--- config.mk ---
export PLATFORM = sky130hd
export DESIGN_NAME = nbp_packer
export DESIGN_NICKNAME = d
export VERILOG_FILES = /design/src/design/nbp_pkg.sv /design/src/design/nbp_packer.sv /design/src/design/nbp_fifo.sv
export VERILOG_INCLUDE_DIRS = /design/src /design/src/design
export SDC_FILE = /design/constraint.sdc
export NUM_CORES = 1
export LEC_CHECK = 0
export BUFFER_PORTS_ARGS = -buffer_cell sky130_fd_sc_hd__buf_2
export CAP_MARGIN = 40
export CORE_ASPECT_RATIO = 1.5
export CORE_MARGIN = 3
export CORE_UTILIZATION = 65
export CTS_BUF_LIST = sky130_fd_sc_hd__clkbuf_4 sky130_fd_sc_hd__clkbuf_8
export CTS_CLUSTER_SIZE = 10
export DETAILED_ROUTE_END_ITERATION = 8
export PLACE_DENSITY_LB_ADDON = 0.2
export SLEW_MARGIN = 10
export SYNTH_ARGS = -nofsm -noshare
export SYNTH_HDL_FRONTEND = slang
export SYNTH_SLANG_ARGS = --single-unit
--- constraint.sdc ---
create_clock -name mclk_in -period 10.56 [get_ports mclk_in]
set_clock_uncertainty 0.2 [all_clocks]
set_input_delay 0.528 -clock mclk_in [delete_from_list [all_inputs] [get_ports mclk_in]]
set_output_delay 0.528 -clock mclk_in [all_outputs]
set_load 0.005 [all_outputs]
--- src/design/nbp_regs.svh ---
`ifndef NBP_REGS_SVH
`define NBP_REGS_SVH
`define NBP_MAP_W        32
`define NBP_MODE_BIT     31
`define NBP_MAX_BYTES    31
`define NBP_BYTE_W       8
`define NBP_REG_W        16
`define NBP_REG_ADDR_W   8
`define NBP_CNT_W        5
`define NBP_FIFO_DEPTH   8
`define NBP_MODE_PACKED  1'b0
`define NBP_MODE_UNPACK  1'b1
`endif

--- src/design/nbp_pkg.sv ---
package nbp_pkg;
	typedef enum logic [1:0] {
		NBP_IDLE = 2'b00,
		NBP_RUN  = 2'b01,
		NBP_FLSH = 2'b11
	} nbp_state_t;
	typedef enum logic [1:0] {
		NBP_EL_BYTE = 2'b00,
		NBP_EL_WLO  = 2'b01,
		NBP_EL_WHI  = 2'b10
	} nbp_elem_t;
endpackage : nbp_pkg

--- src/design/nbp_packer.sv ---
// Behaviour
// Each variable brings its own layout map, captured at frame start.
// Layout map is a 32-bit value.
// Map bits 0..30 belong to bytes 0..30, LSB first.
// Variables hold at most 31 bytes; extra bytes are dropped.
// Byte stream assembled into 16-bit register words.
// Map bit 31 low packs, high unpacks.
// Unpacked single byte fills low byte, high byte zero.
// Packed single bytes pair low then high in one register.
// Element start bit 0 is single byte, 1 joins next byte.
// After joining byte, 0 ends word, 1 starts double word.
// Configurer keeps upper double word bits zero.
// Array elements continue into following registers.
// Words start in fresh register, closing pending half.
// Output direction splits registers back to bytes via map.
`timescale 1ns/1ps
`include "nbp_regs.svh"
module nbp_packer #(
	parameter int FIFO_DEPTH = `NBP_FIFO_DEPTH
) (
	input  wire logic                        mclk_in,
	input  wire logic                        rst_n_in,
	input  wire logic                        dir_out_in,
	input  wire logic [`NBP_MAP_W-1:0]       map_in,
	input  wire logic [`NBP_REG_ADDR_W-1:0]  base_in,
	input  wire logic                        start_in,
	input  wire logic                        last_in,
	input  wire logic [`NBP_BYTE_W-1:0]      nbyte_in,
	input  wire logic                        nvalid_in,
	output logic                             nready_out,
	output logic [`NBP_BYTE_W-1:0]           nbyte_out,
	output logic                             nvalid_out,
	output logic                             nlast_out,
	input  wire logic                        nready_in,
	output logic [`NBP_REG_ADDR_W-1:0]       reg_addr_out,
	output logic [`NBP_REG_W-1:0]            reg_wdata_out,
	output logic                             reg_we_out,
	output logic                             reg_re_out,
	input  wire logic [`NBP_REG_W-1:0]       reg_rdata_in,
	output logic                             busy_out
);
	nbp_pkg::nbp_state_t           st_r;
	nbp_pkg::nbp_state_t           st_nxt;
	// 32-bit layout map
	logic [`NBP_MAP_W-1:0]         map_r;
	logic [`NBP_MAP_W-1:0]         map_nxt;
	logic [`NBP_REG_ADDR_W-1:0]    addr_r;
	logic [`NBP_REG_ADDR_W-1:0]    addr_nxt;
	logic [`NBP_CNT_W-1:0]         idx_r;
	logic [`NBP_CNT_W-1:0]         idx_nxt;
	logic                          join_r;
	logic                          join_nxt;
	logic                          half_r;
	logic                          half_nxt;
	logic                          dw_r;
	logic                          dw_nxt;
	logic [`NBP_BYTE_W-1:0]        lo_r;
	logic [`NBP_BYTE_W-1:0]        lo_nxt;
	logic [`NBP_REG_W-1:0]         wd_r;
	logic [`NBP_REG_W-1:0]         wd_nxt;
	logic                          we_r;
	logic                          we_nxt;
	logic                          re_r;
	logic                          re_nxt;
	logic [`NBP_REG_W-1:0]         rd_r;
	logic [`NBP_REG_W-1:0]         rd_nxt;
	logic                          rdv_r;
	logic                          rdv_nxt;
	logic [`NBP_REG_ADDR_W-1:0]    oaddr_r;
	logic [`NBP_REG_ADDR_W-1:0]    oaddr_nxt;
	logic [`NBP_BYTE_W-1:0]        fb;
	logic                          fv;
	logic                          fr;
	logic [`NBP_BYTE_W-1:0]        ob;
	logic                          ov;
	logic                          or_;
	logic                          olast;
	logic [`NBP_BYTE_W:0]          opk;
	logic [`NBP_BYTE_W:0]          opk_q;
	logic                          cur_bit;
	logic                          packed_m;
	logic                          in_ok;
	logic                          out_ok;
	logic                          wstart;
	// Map bit for byte position
	function automatic logic map_bit(input logic [`NBP_MAP_W-1:0] m,
		input logic [`NBP_CNT_W-1:0] i);
		map_bit = m[i];
	endfunction : map_bit
	// Input bytes buffered for packing
	nbp_fifo #(.WIDTH(`NBP_BYTE_W), .DEPTH(FIFO_DEPTH)) u_ififo (
		.mclk_in       (mclk_in),
		.rst_n_in      (rst_n_in),
		.in_data_in    (nbyte_in),
		.in_valid_in   (nvalid_in && !dir_out_in),
		.in_ready_out  (nready_out),
		.out_data_out  (fb),
		.out_valid_out (fv),
		.out_ready_in  (fr)
	);
	// Byte buffering on network output side
	nbp_fifo #(.WIDTH(`NBP_BYTE_W+1), .DEPTH(FIFO_DEPTH)) u_ofifo (
		.mclk_in       (mclk_in),
		.rst_n_in      (rst_n_in),
		.in_data_in    (opk),
		.in_valid_in   (ov),
		.in_ready_out  (or_),
		.out_data_out  (opk_q),
		.out_valid_out (nvalid_out),
		.out_ready_in  (nready_in)
	);
	assign nbyte_out = opk_q[`NBP_BYTE_W-1:0];
	assign nlast_out = opk_q[`NBP_BYTE_W];
	assign opk       = {olast, ob};
	assign reg_addr_out  = dir_out_in ? oaddr_r : addr_r;
	assign reg_wdata_out = wd_r;
	assign reg_we_out    = we_r;
	assign reg_re_out    = re_r;
	assign busy_out      = (st_r != nbp_pkg::NBP_IDLE);
	// Packing mode select
	assign packed_m = (map_r[`NBP_MODE_BIT] == `NBP_MODE_PACKED);
	assign cur_bit  = map_bit(map_r, idx_r);
	assign wstart   = cur_bit || dw_r;
	assign in_ok    = (st_r == nbp_pkg::NBP_RUN) && !dir_out_in && fv;
	assign fr       = in_ok || (st_r == nbp_pkg::NBP_IDLE && fv && !start_in
		&& !dir_out_in);
	assign out_ok   = (st_r == nbp_pkg::NBP_RUN) && dir_out_in && rdv_r && or_;
	always_comb begin
		st_nxt    = st_r;
		map_nxt   = map_r;
		addr_nxt  = addr_r;
		idx_nxt   = idx_r;
		join_nxt  = join_r;
		half_nxt  = half_r;
		dw_nxt    = dw_r;
		lo_nxt    = lo_r;
		wd_nxt    = wd_r;
		we_nxt    = 1'b0;
		re_nxt    = 1'b0;
		rd_nxt    = rd_r;
		rdv_nxt   = rdv_r;
		oaddr_nxt = oaddr_r;
		ob        = '0;
		ov        = 1'b0;
		olast     = 1'b0;
		if (re_r) begin
			rd_nxt  = reg_rdata_in;
			rdv_nxt = 1'b1;
		end
		// Next write goes one register up
		if (we_r) begin
			addr_nxt = addr_r + 1'b1;
		end
		unique case (st_r)
			nbp_pkg::NBP_IDLE: begin
				// Map captured per variable
				if (start_in) begin
					map_nxt   = map_in;
					addr_nxt  = base_in;
					oaddr_nxt = base_in;
					idx_nxt   = '0;
					join_nxt  = 1'b0;
					half_nxt  = 1'b0;
					dw_nxt    = 1'b0;
					rdv_nxt   = 1'b0;
					re_nxt    = dir_out_in;
					st_nxt    = nbp_pkg::NBP_RUN;
				end
			end
			nbp_pkg::NBP_RUN: begin
				if (in_ok) begin
					if (idx_r == 5'(`NBP_MAX_BYTES)) begin
						// Overlong variable bytes discarded
						dw_nxt = 1'b0;
					end else if (join_r) begin
						// Second byte closes word
						wd_nxt   = {fb, lo_r};
						we_nxt   = 1'b1;
						join_nxt = 1'b0;
						dw_nxt   = cur_bit;
						idx_nxt  = idx_r + 1'b1;
					end else if (wstart) begin
						// Word starts in fresh register
						if (half_r) begin
							wd_nxt   = {8'h00, lo_r};
							we_nxt   = 1'b1;
							half_nxt = 1'b0;
						end
						lo_nxt   = fb;
						join_nxt = 1'b1;
						dw_nxt   = 1'b0;
						idx_nxt  = idx_r + 1'b1;
					end else if (!packed_m) begin
						// Unpacked single byte low
						wd_nxt   = {8'h00, fb};
						we_nxt   = 1'b1;
						idx_nxt  = idx_r + 1'b1;
					end else if (half_r) begin
						// Packed pair low then high
						wd_nxt   = {fb, lo_r};
						we_nxt   = 1'b1;
						half_nxt = 1'b0;
						idx_nxt  = idx_r + 1'b1;
					end else begin
						lo_nxt   = fb;
						half_nxt = 1'b1;
						idx_nxt  = idx_r + 1'b1;
					end
					if (last_in) begin
						st_nxt = nbp_pkg::NBP_FLSH;
					end
				end
				// Registers split back to bytes
				if (out_ok) begin
					olast = (idx_r == 5'(`NBP_MAX_BYTES-1)) || last_in;
					ov    = !(half_r && wstart);
					if (join_r || half_r) begin
						// Empty upper half skipped before word
						ob        = rd_r[15:8];
						dw_nxt    = join_r && cur_bit;
						join_nxt  = 1'b0;
						half_nxt  = 1'b0;
						rdv_nxt   = 1'b0;
						re_nxt    = !(olast && ov);
						oaddr_nxt = oaddr_r + 1'b1;
					end else begin
						ob     = rd_r[7:0];
						dw_nxt = 1'b0;
						if (wstart || packed_m) begin
							join_nxt = wstart;
							half_nxt = !wstart;
						end else begin
							rdv_nxt   = 1'b0;
							re_nxt    = !olast;
							oaddr_nxt = oaddr_r + 1'b1;
						end
						if (olast && (wstart || packed_m)) begin
							re_nxt = 1'b0;
						end
					end
					if (ov) begin
						idx_nxt = idx_r + 1'b1;
					end
					if (olast && ov) begin
						st_nxt = nbp_pkg::NBP_IDLE;
					end
				end
			end
			nbp_pkg::NBP_FLSH: begin
				// Array tail flush of half register
				if (half_r || join_r) begin
					wd_nxt   = {8'h00, lo_r};
					we_nxt   = 1'b1;
				end
				half_nxt = 1'b0;
				join_nxt = 1'b0;
				st_nxt   = nbp_pkg::NBP_IDLE;
			end
			default: begin
				st_nxt = nbp_pkg::NBP_IDLE;
			end
		endcase
	end
	always_ff @(posedge mclk_in or negedge rst_n_in) begin
		if (!rst_n_in) begin
			st_r    <= nbp_pkg::NBP_IDLE;
			map_r   <= '0;
			addr_r  <= '0;
			idx_r   <= '0;
			join_r  <= 1'b0;
			half_r  <= 1'b0;
			dw_r    <= 1'b0;
			lo_r    <= '0;
			wd_r    <= '0;
			we_r    <= 1'b0;
			re_r    <= 1'b0;
			rd_r    <= '0;
			rdv_r   <= 1'b0;
			oaddr_r <= '0;
		end else begin
			st_r    <= st_nxt;
			map_r   <= map_nxt;
			addr_r  <= addr_nxt;
			idx_r   <= idx_nxt;
			join_r  <= join_nxt;
			half_r  <= half_nxt;
			dw_r    <= dw_nxt;
			lo_r    <= lo_nxt;
			wd_r    <= wd_nxt;
			we_r    <= we_nxt;
			re_r    <= re_nxt;
			rd_r    <= rd_nxt;
			rdv_r   <= rdv_nxt;
			oaddr_r <= oaddr_nxt;
		end
	end
endmodule : nbp_packer

--- src/design/nbp_fifo.sv ---
`timescale 1ns/1ps
module nbp_fifo #(
	parameter int WIDTH = 8,
	parameter int DEPTH = 8
) (
	input  wire logic             mclk_in,
	input  wire logic             rst_n_in,
	input  wire logic [WIDTH-1:0] in_data_in,
	input  wire logic             in_valid_in,
	output logic                  in_ready_out,
	output logic      [WIDTH-1:0] out_data_out,
	output logic                  out_valid_out,
	input  wire logic             out_ready_in
);
	localparam int AW = $clog2(DEPTH);
	logic [WIDTH-1:0] mem_r [DEPTH];
	logic [AW-1:0]    wp_r;
	logic [AW-1:0]    wp_nxt;
	logic [AW-1:0]    rp_r;
	logic [AW-1:0]    rp_nxt;
	logic [AW:0]      cnt_r;
	logic [AW:0]      cnt_nxt;
	logic             wr;
	logic             rd;

	assign in_ready_out  = (cnt_r != (AW+1)'(DEPTH));
	assign out_valid_out = (cnt_r != '0);
	assign out_data_out  = mem_r[rp_r];

	always_comb begin
		wr      = in_valid_in && in_ready_out;
		rd      = out_valid_out && out_ready_in;
		wp_nxt  = wr ? ((wp_r == AW'(DEPTH-1)) ? '0 : wp_r + 1'b1) : wp_r;
		rp_nxt  = rd ? ((rp_r == AW'(DEPTH-1)) ? '0 : rp_r + 1'b1) : rp_r;
		cnt_nxt = cnt_r + (AW+1)'(wr) - (AW+1)'(rd);
	end

	always_ff @(posedge mclk_in or negedge rst_n_in) begin
		if (!rst_n_in) begin
			wp_r  <= '0;
			rp_r  <= '0;
			cnt_r <= '0;
		end else begin
			wp_r  <= wp_nxt;
			rp_r  <= rp_nxt;
			cnt_r <= cnt_nxt;
		end
	end

	always_ff @(posedge mclk_in) begin
		if (wr) begin
			mem_r[wp_r] <= in_data_in;
		end
	end
endmodule : nbp_fifo

# Word level (Yosys, flattened, before mapping)
# Memory sizes are Yosys's and may differ from the RTL's.
# Index checks and enable logic that the tools add are counted.
# word_totals
ff_bits	121
mem_bits_rw	136
input_bits	71
output_inout_bits	38
n_memories	2
# mem_list
name	depth	word_bits	rd	rd_clocked_by_memory_dff	wr	line	text
u_ofifo.mem_r	8	9	1	0	1	nbp_fifo.sv:16	logic [WIDTH-1:0] mem_r [DEPTH];
u_ififo.mem_r	8	8	1	0	1	nbp_fifo.sv:16	
# op_classes
addsub	11
n_lt_le_gt_ge	1
eq_ne	22
n_mux	96
bitwise	3
reduce_logical	42
# ops
op	count
$mux 16	8
$mux 8	14
$mux 1	49
$pmux 16 s2	1
$mux 5	5
$logic_and 1x1->1	17
$add 8x1->8 const B	2
$ne 4x4->1 const B	4
$pmux 8 s2	1
$add 3x1->3 const B	4
$eq 3x3->1 const B	4
$mux 3	4
$reduce_and 6->1	2
$eq 5x5->1 const B	2
$mux 2	5
$ne 2x2->1 const B	5
$pmux 5 s2	1
$add 4x1->4	2
$pmux 1 s2	4
$reduce_and 4->1	2
$reduce_bool 4->1	2
$sub 4x1->4	2
$logic_not 1->1	6
$lt 5x6->1 const B	1
16 further kinds	28

# Longest topological paths before layout
# Gate-level depths: netlist of run 1.
# logic_depth
depth_word	11
depth_mapped	11
mapped_depth_nobuf	11

# Modules after synthesis
# Synthesis of run 1 repeated with hierarchy kept, for this count alone.
# hier_totals
hier_cells	841
hier_area_um2	11551.1
# modules_own_cells
mod	n_inst	cells_per_inst	area_per_inst_um2	seq_area_each_um2
nbp_packer	1	531	5068.6	2527.4
nbp_fifo at u_ofifo	1	161	3390.8	2412.3
nbp_fifo at u_ififo	1	149	3091.7	2172.1

# Worst setup path before layout of run 1
# OpenSTA, ideal clock, no wires.
# synth_timing
path_kind	reg2reg
from	register idx_r[1]
to	memory u_ofifo.mem_r[3][0] (netlist name) (enable)
setup_ns	0.389
t_arrival_ns	2.786
slack_ns	7.186
path_stages_with_launch	10
path_buffers	1
synth_period_minus_slack_ns	3.374
path_cell_list	dfrtp_1 buf_6 mux4_2 a31oi_1 nand4_1 a31oi_4 o21ai_2 inv_2 nand2_1 nor3b_1
# synth_via
elab_chain_len	10
# synth_rtl
element	line	text
start, declared	nbp_packer.sv:49	logic [`NBP_CNT_W-1:0] idx_r;
start signal, assigned	nbp_packer.sv:284	idx_r <= idx_nxt;
$bmux 1 s5	nbp_packer.sv:88	map_bit = m[i];
$mux 1 (not written as such)	nbp_packer.sv:88	
$logic_or 1x1->1	nbp_packer.sv:123	assign wstart = cur_bit || dw_r;
$logic_and 1x1->1	nbp_packer.sv:216	ov = !(half_r && wstart);
$logic_not 1->1	nbp_packer.sv:216	
$mux 1	nbp_packer.sv:214	if (out_ok) begin
$mux 1	nbp_packer.sv:154	unique case (st_r)
$logic_and 1x1->1	nbp_fifo.sv:31	wr = in_valid_in && in_ready_out;
via u_ofifo.wr	nbp_fifo.sv:23	logic wr;
$mux 1	nbp_fifo.sv:51	if (wr) begin
$mux 1 (not written as such)	nbp_fifo.sv:52	mem_r[wp_r] <= in_data_in;
end, declared	nbp_fifo.sv:16	
# The timed path passes the listed nets, and every way through them passes these cells. The select of a mux whose other input is x is not followed.

# Worst setup path in the final report of run 1
# layout_timing
from	register idx_r[1]
to	memory u_ofifo.mem_r[3][6] (netlist name) (enable)
# The elaborated chain is that of the path after synthesis.

==> results of run 1 <==
-- per-layer routing --
| layer | global-route usage, % | part of all wire (%) | up-vias |
|---|---|---|---|
| met5 | 0 | 0 | - |
| met4 | 12.1 | 3.9 | 0 |
| met3 | 5.06 | 4.9 | 67 |
| met2 | 49.5 | 55 | 256 |
| met1 | 31.0 | 36 | 3676 |
| li1 | - | - | 3401 |
-- metrics by stage --
| step | total power [mW] | instance area [um2] |
|---|---|---|
| final | 3.65 | 13400 |
| after global routing | 3.88 | 13400 |
| after CTS | 3.68 | 13400 |
| after detailed placement | 2.82 | 12200 |
| after global placement | 2.70 | 12000 |
| after floorplan | 2.40 | 11300 |
-- flip-flops by register name (all words and copies together), names as in the netlist, 5 cells and up --
name	cells
addr_r	8
idx_r	5
lo_r	8
map_r	32
oaddr_r	8
rd_r	16
reg_wdata_out	16
u_ififo.mem_r	64
u_ofifo.mem_r	72
-- critical path, stage by stage, from the launching register on --
cell	delay, ps
dfrtp_1	620
mux4_2	560
a31oi_1	180
nand4_1	190
a31oi_4	460
o21ai_2	120
inv_2	150
nand2_1	130
nor3b_1	540
buf_2	310
-- layout by cell type (no fill, tap or decap), types with 3 or more instances in the layout --
cell / Yosys / layout
a21oi_1: 23 / 22
ha_1: 27 / 27
o31ai_1: 3 / 3
xnor2_1: 3 / 3
nor3b_1: 5 / 5
a21o_1: 4 / 4
mux4_2: 39 / 39
dlygate4sd3_1: 0 / 35
dfrtp_1: 121 / 121
xor2_1: 8 / 8
nand3_1: 18 / 18
clkbuf_4: 0 / 12
mux2i_1: 12 / 12
buf_2: 6 / 112
o21a_1: 3 / 3
buf_4: 0 / 13
clkbuf_8: 0 / 45
nor3_1: 11 / 11
or2_2: 3 / 3
inv_1: 28 / 28
mux2_2: 58 / 58
nand4_1: 5 / 5
o21ai_0: 45 / 45
nand2b_1: 9 / 9
nor2_1: 27 / 27
nand2_1: 175 / 175
buf_16: 0 / 3
clkinv_2: 0 / 6
edfxtp_1: 136 / 136
clkinv_1: 0 / 3
-- layout make-up --
cell class | count | area (um2) | area share [%]
well taps | 210 | 263 | 1.96
repair buffers | 166 | 1130 | 8.46
multi-input cells | 518 | 3950 | 29.5
inverters | 29 | 109 | 0.813
clock inverters | 14 | 111 | 0.832
clock buffers | 57 | 709 | 5.30
flip-flops and latches | 257 | 7110 | 53.1
-- what timing repair did --
action / CTS / global route
setup buffers: 0 / 0
endpoints found under the hold margin: 80 / 0
hold buffers: 35 / 0
-- how the worst max path moves through the flow --
stage                         start                            end  slack (ps)  cells after the start
6_report       idx_r[1]$_DFFE_PN0P_  u_ofifo.mem_r[3][6]$_DFFE_PP_        6790                      9
2_1_floorplan  idx_r[1]$_DFFE_PN0P_  u_ofifo.mem_r[3][0]$_DFFE_PP_        7190                      9
5_1_grt        idx_r[1]$_DFFE_PN0P_  u_ofifo.mem_r[3][6]$_DFFE_PP_        6470                      9
3_5_place_dp   idx_r[1]$_DFFE_PN0P_  u_ofifo.mem_r[3][3]$_DFFE_PP_        6820                      9
4_1_cts        idx_r[1]$_DFFE_PN0P_  u_ofifo.mem_r[3][6]$_DFFE_PP_        6800                      9
3_3_place_gp   idx_r[1]$_DFFE_PN0P_  u_ofifo.mem_r[5][3]$_DFFE_PP_        6630                      8
-- power by group --
group	switching [mW]	internal [mW]	leakage, nW	total, mW
Sequential	0.259	1.31	2.73	1.57
Clock	0.376	0.462	0.433	0.838
Combinational	0.617	0.627	2.47	1.24
-- cells by family (layout without fill, tap and decap cells) --
group | after synthesis | after routing
xor+xnor | 11 | 11
fa+ha+maj | 29 | 29
simple gates | 266 | 266
mux | 110 | 110
flops | 257 | 257
compound gates | 102 | 102
buf+inv | 71 | 266
==> impl_metrics.json, run 1 <==
{
  "insertion_delay_ps": 540,
  "first_global_vias": 7754,
  "viasPerCell": 5.92,
  "dr.first_iter.drc_count": 486,
  "fin_util_pct": 79.2,
  "routed_wl_um": 25200,
  "setup_ws_ps": 6790,
  "timing.final.crit_share_pct": 35.7,
  "fin_cells": 1251,
  "drc": 0,
  "cts_sinks": 257,
  "path_max_fanout": 11,
  "drt-wirelength-per-cell_um": 20.1,
  "cts_buffers": 39,
  "place_congestion": 0.877,
  "worstPathRequired_ps": 10590,
  "dieArea_um2": 19100,
  "clockRootBuffer": "clkbuf_8",
  "vias": 7400,
  "rsz0062_at_grt": "false",
  "worst_setup_path_start_kind": "register",
  "initial_utilization_pct": 67.1,
  "path_class": "reg -> reg",
  "hold_depth": 3,
  "synth_seq_cells": 257,
  "syn_avg_cell_area_um2": 13.4,
  "fillerInstances": 990,
  "place_ws_ps": 6820,
  "path_clk_slew_ps": 70,
  "period_needed_ps": 3770,
  "hold_path_end": "map_r[26]$_DFFE_PN0P_",
  "die_w_um": 114,
  "drive_above_1_share_pct": 29.6,
  "min_from": "map_in[26]",
  "areaGrowthSynthToFinish_pct": 18.1,
  "detail-route-antenna-nets": 0,
  "ctsResizeCount": 0,
  "io_buffers": 108,
  "antenna_found_initial": 0,
  "cts_tree": "done",
  "reg2reg_depth": 9,
  "rows": 58,
  "tns_ps": 0,
  "synth-adder-area-share_pct": 3.33,
  "synth_top_family_by_area": "multiplexers",
  "power_density_nw_per_um2": 273,
  "htreeDepth": 2,
  "seq_area_frac_synth_pct": 62.7,
  "diodes": 0,
  "worst_slew_pin_slew_ps": 965,
  "slew_violations": 0,
  "yosysTopAreaCell": "edfxtp_1",
  "yosys.area_share.simple_pct": 10.1,
  "firstDrtPassIters": 5,
  "yosys_warnings": 0,
  "clockBufferDepth": 3,
  "maxSlewHeadroom_pct": 35.7,
  "r2r_start": "idx_r[1]$_DFFE_PN0P_",
  "synth_commonest_cells": "nand2_1 (175), edfxtp_1 (136), dfrtp_1 (121)",
  "synth_nets": 946,
  "setup_violations": 0,
  "overflow": 0,
  "hold_ws_ps": 22.5,
  "synth_top_area_share_pct": 36.0,
  "hpwl_um": 18000,
  "synth_xor_xnor_area_share_pct": 0.850,
  "synth_area_um2": 11300,
  "async_reset_ff_share_pct": 47.1,
  "synth-compound-area-share_pct": 5.65,
  "synth.most_common_cell": "nand2_1",
  "final_net_count": 1111,
  "ios": 109,
  "syn_inst": 846,
  "r2r_slack_ps": 6790,
  "synth_cell_type_count": 57,
  "grt_max_degree": 55,
  "dp_cells": 1145,
  "grtUsageTotal_pct": 27.3,
  "die_h_um": 168,
  "fmax_mhz": 265,
  "max-cap-violations": 0,
  "ir_worst_vdd_mv": 0.184,
  "arrival_ps": 3800,
  "synth_mux_area_share_pct": 14.8,
  "p_leak_nw": 5.63,
  "coreArea_um2": 16900,
  "r2r_end": "u_ofifo.mem_r[3][6]$_DFFE_PP_",
  "grt_pass1_wl_um": 40000,
  "hold_violations": 0,
  "ys.flop_type": "edfxtp_1",
  "status": "finished, final reports clean",
  "synth_edf_count": 136,
  "hp-class": "in -> reg",
  "synthTopCellsByArea": "edfxtp_1 (36%), dfrtp_1 (27%), mux4_2 (7.7%), nand2_1 (5.8%), mux2_2 (5.8%)",
  "end_kind": "register"
}
Note: power is estimated with default switching activity, not from simulation.
==> run 2: changes to the inputs <==
--- a/config.mk
+++ b/config.mk
@@ -6,11 +6,12 @@
 export SDC_FILE = /design/constraint.sdc
 export NUM_CORES = 1
 export LEC_CHECK = 0
+export ABC_AREA = 1
 export BUFFER_PORTS_ARGS = -buffer_cell sky130_fd_sc_hd__buf_2
 export CAP_MARGIN = 40
 export CORE_ASPECT_RATIO = 1.5
 export CORE_MARGIN = 3
-export CORE_UTILIZATION = 65
+export CORE_UTILIZATION = 56
 export CTS_BUF_LIST = sky130_fd_sc_hd__clkbuf_4 sky130_fd_sc_hd__clkbuf_8
 export CTS_CLUSTER_SIZE = 10
 export DETAILED_ROUTE_END_ITERATION = 8
==> constraint.sdc (replaced) <==
create_clock -name mclk_in -period 3.1 [get_ports mclk_in]
set_clock_uncertainty 0.2 [all_clocks]
set_input_delay 0.155 -clock mclk_in [delete_from_list [all_inputs] [get_ports mclk_in]]
set_output_delay 0.155 -clock mclk_in [all_outputs]
set_load 0.005 [all_outputs]
==> impl_metrics.json, run 2 <==
{
  "stdcell_area_um2": 14300,
  "rows": 64,
  "timing.final.crit_share_pct": 90.7,
  "grtUsageTotal_pct": 23.4,
  "hpwl_um": 18300,
  "yosysTopAreaCell": "edfxtp_1",
  "r2r_end": "u_ofifo.cnt_r[1]$_DFF_PN0_",
  "synthTopCellsByArea": "edfxtp_1 (35%), dfrtp_1 (26%), nand2_1 (9.2%), o21ai_0 (6.3%), nor2_1 (5.9%)",
  "regMostFlops": "u_ofifo.mem_r",
  "crit_buf_inv": 4,
  "synth_nets": 1343,
  "placed_cell_area_um2": 12800,
  "hold_depth": 4,
  "tns_ps": 0,
  "cts_sinks": 257,
  "htreeDepth": 2,
  "arrival_ps": 3020,
  "grt_pass1_wl_um": 44000,
  "drc": 0,
  "place_ws_ps": 133,
  "final_cell_mix": "nand2_1 (288), nor2_1 (183), o21ai_0 (149), edfxtp_1 (136), dfrtp_1 (119)",
  "diodes": 0,
  "setup_ws_ps": 289,
  "initial_utilization_pct": 57.5,
  "final_common_cell": "nand2_1",
  "internal-power_mw": 7.97,
  "hold_violations": 0,
  "io_buffers": 108,
  "rsz0062_at_grt": "false",
  "fillerInstances": 1612,
  "setup_violations": 0,
  "drt-wirelength-per-cell_um": 15.2,
  "cp_top_family": "simple AND/OR/NAND/NOR gates",
  "seqCellArea_um2": 7110,
  "die_w_um": 124,
  "clock_power_share_pct": 20.7,
  "place_congestion": 0.890,
  "ios": 109,
  "routed_wl_um": 26700,
  "synth_edf_count": 136,
  "yosys_warnings": 0,
  "syn_avg_cell_area_um2": 9.48,
  "path_max_fanout": 16,
  "synth_cell_type_count": 40,
  "hp-class": "in -> reg",
  "worstPathRequired_ps": 3310,
  "synth_commonest_cells": "nand2_1 (288), nor2_1 (186), o21ai_0 (149)",
  "reg2reg_depth": 16,
  "max-cap-violations": 0,
  "dieArea_um2": 22900,
  "vias": 9108,
  "cts_tree": "done",
  "p_leak_nw": 6.36,
  "final_net_count": 1559,
  "path_clk_slew_ps": 60,
  "end_kind": "register",
  "power_density_nw_per_um2": 913,
  "maxSlewHeadroom_pct": 52.1,
  "clockBufferDepth": 3,
  "min_from": "dir_out_in",
  "cts_buffers": 39,
  "async_reset_ff_share_pct": 47.1,
  "fin_util_pct": 69.9,
  "clockRootBuffer": "clkbuf_8",
  "worst_slew_pin_slew_ps": 717,
  "drive_above_1_share_pct": 16.3,
  "viasPerCell": 5.21,
  "crit_top_cell": "nand2_2",
  "r2r_start": "idx_r[0]$_DFFE_PN0P_",
  "synth.most_common_cell": "nand2_1",
  "die_h_um": 184,
  "largest_register_ffs": 72,
  "synth_top_area_share_pct": 34.7,
  "synth_seq_cells": 257,
  "r2r_slack_ps": 290,
  "overflow": 0,
  "ys.flop_type": "edfxtp_1",
  "areaGrowthSynthToFinish_pct": 21.6,
  "multiInputGateArea_um2": 4030,
  "ir_worst_vdd_mv": 0.536,
  "critical-path-max-stage-delay_ps": 500,
  "fmax_mhz": 356,
  "post_cts_buffers": 0,
  "firstDrtPassIters": 5,
  "power.total_mw": 13.1,
  "slew_violations": 0,
  "hold_path_end": "reg_re_out$_DFF_PN0_",
  "status": "finished, final reports clean",
  "dr.first_iter.drc_count": 536,
  "path_class": "reg -> reg",
  "detail-route-antenna-nets": 0,
  "switching_power_mw": 5.11,
  "period_needed_ps": 2810,
  "largest_registers": "u_ofifo.mem_r (72), u_ififo.mem_r (64), map_r (32)",
  "insertion_delay_ps": 530,
  "worst_setup_path_start_kind": "register",
  "coreArea_um2": 20500,
  "grt_max_degree": 66,
  "syn_inst": 1243,
  "slowest_stage": "fa_1",
  "first_global_vias": 9263,
  "antenna_found_initial": 0,
  "combPwrFrac_pct": 40.5,
  "cp_cell_sequence": "buf_4 -> nor2_1 -> nor2_1 -> nand2_1 -> a21oi_1 -> nor2_1 -> nand2_1 -> nand2_2 -> nand2_2 -> nand2_2 -> nand2_2 -> inv_2 -> ha_1 -> inv_1 -> fa_1 -> inv_1",
  "p_seq_share_pct": 38.8,
  "synth_area_um2": 11800,
  "swShare_pct": 39.1,
  "seq_area_frac_synth_pct": 60.4
}
[run 2: changes by cell type after synthesis, sizes merged, moves of 10 or more]
cell,change
o22ai,+20
mux2i,-12
mux4,-40
o21ai,+115
mux2,-49
a31oi,+10
nand2,+119
nor2,+160
nand2b,-10
inv,+75
nand3,+23
[run 2: worst max path at each step]
stage	start	end	slack, ps	depth (start not counted)
after floorplan	idx_r[0]$_DFFE_PN0P_	u_ofifo.mem_r[2][0]$_DFFE_PP_	180	16
after global placement	idx_r[1]$_DFFE_PN0P_	u_ofifo.mem_r[5][5]$_DFFE_PP_	230	15
after detailed placement	idx_r[1]$_DFFE_PN0P_	u_ofifo.mem_r[5][5]$_DFFE_PP_	130	15
after CTS	idx_r[1]$_DFFE_PN0P_	u_ofifo.mem_r[5][5]$_DFFE_PP_	110	15
after global routing	idx_r[0]$_DFFE_PN0P_	u_ofifo.cnt_r[2]$_DFF_PN0_	20	16
final	idx_r[0]$_DFFE_PN0P_	u_ofifo.cnt_r[1]$_DFF_PN0_	290	16
[run 2: routing by layer]
layer	global-route usage [%]	wire, um	vias up
met5	0	0	-
met4	8.64	787	0
met3	3.14	1010	57
met2	44.8	14500	230
met1	26.4	10400	4258
li1	-	-	4563
[run 2: per-stage QoR]
stage	hold WS, ps	instances
2_1_floorplan	-341	1243
3_3_place_gp	-28.4	1603
3_5_place_dp	-27.0	1604
4_1_cts	13.9	1749
5_1_grt	45.0	1749
6_report	49.4	1749
[run 2: area by class of cell]
class | instances | share of cell area, %
multi-input combinational | 824 | 28.1
timing repair buffer | 229 | 11.8
inverter | 108 | 2.83
tap | 264 | 2.31
clock buffer | 54 | 4.67
clock inverter | 13 | 0.620
sequential | 257 | 49.7
[run 2: cell families (layout without fill, tap and decap cells)]
kind of cell	after synthesis	in the layout	share of synthesized area, %
multiplexers	9	9	0.860
XOR/XNOR	13	13	0.966
flip-flops	257	257	60.4
AND/OR/NAND/NOR	542	542	18.4
AO/OA/AOI/OAI	231	231	10.7
buffers and inverters	162	404	5.58
adder cells (fa/ha/maj)	29	29	3.21
[run 2: repair_timing]
action,in CTS,in global routing
endpoints found under the hold margin,267,0
hold buffers,78,0
setup endpoints to repair,0,20
gates resized for setup,0,6
[run 2: power by group through the flow]
stage,Combinational (mW),Sequential (mW),Clock [mW]
floorplan,3.85,4.89,0
global placement,4.97,5.12,0
detailed placement,5.15,5.13,0
CTS,5.32,5.07,2.77
global route,6.10,5.18,2.92
finish,5.30,5.07,2.70
[run 2: tightest hold or removal path: cells and delay by family]
family                 cells  cell delay [ps]
buffers and inverters      3              450
AO/OA/AOI/OAI              1              100
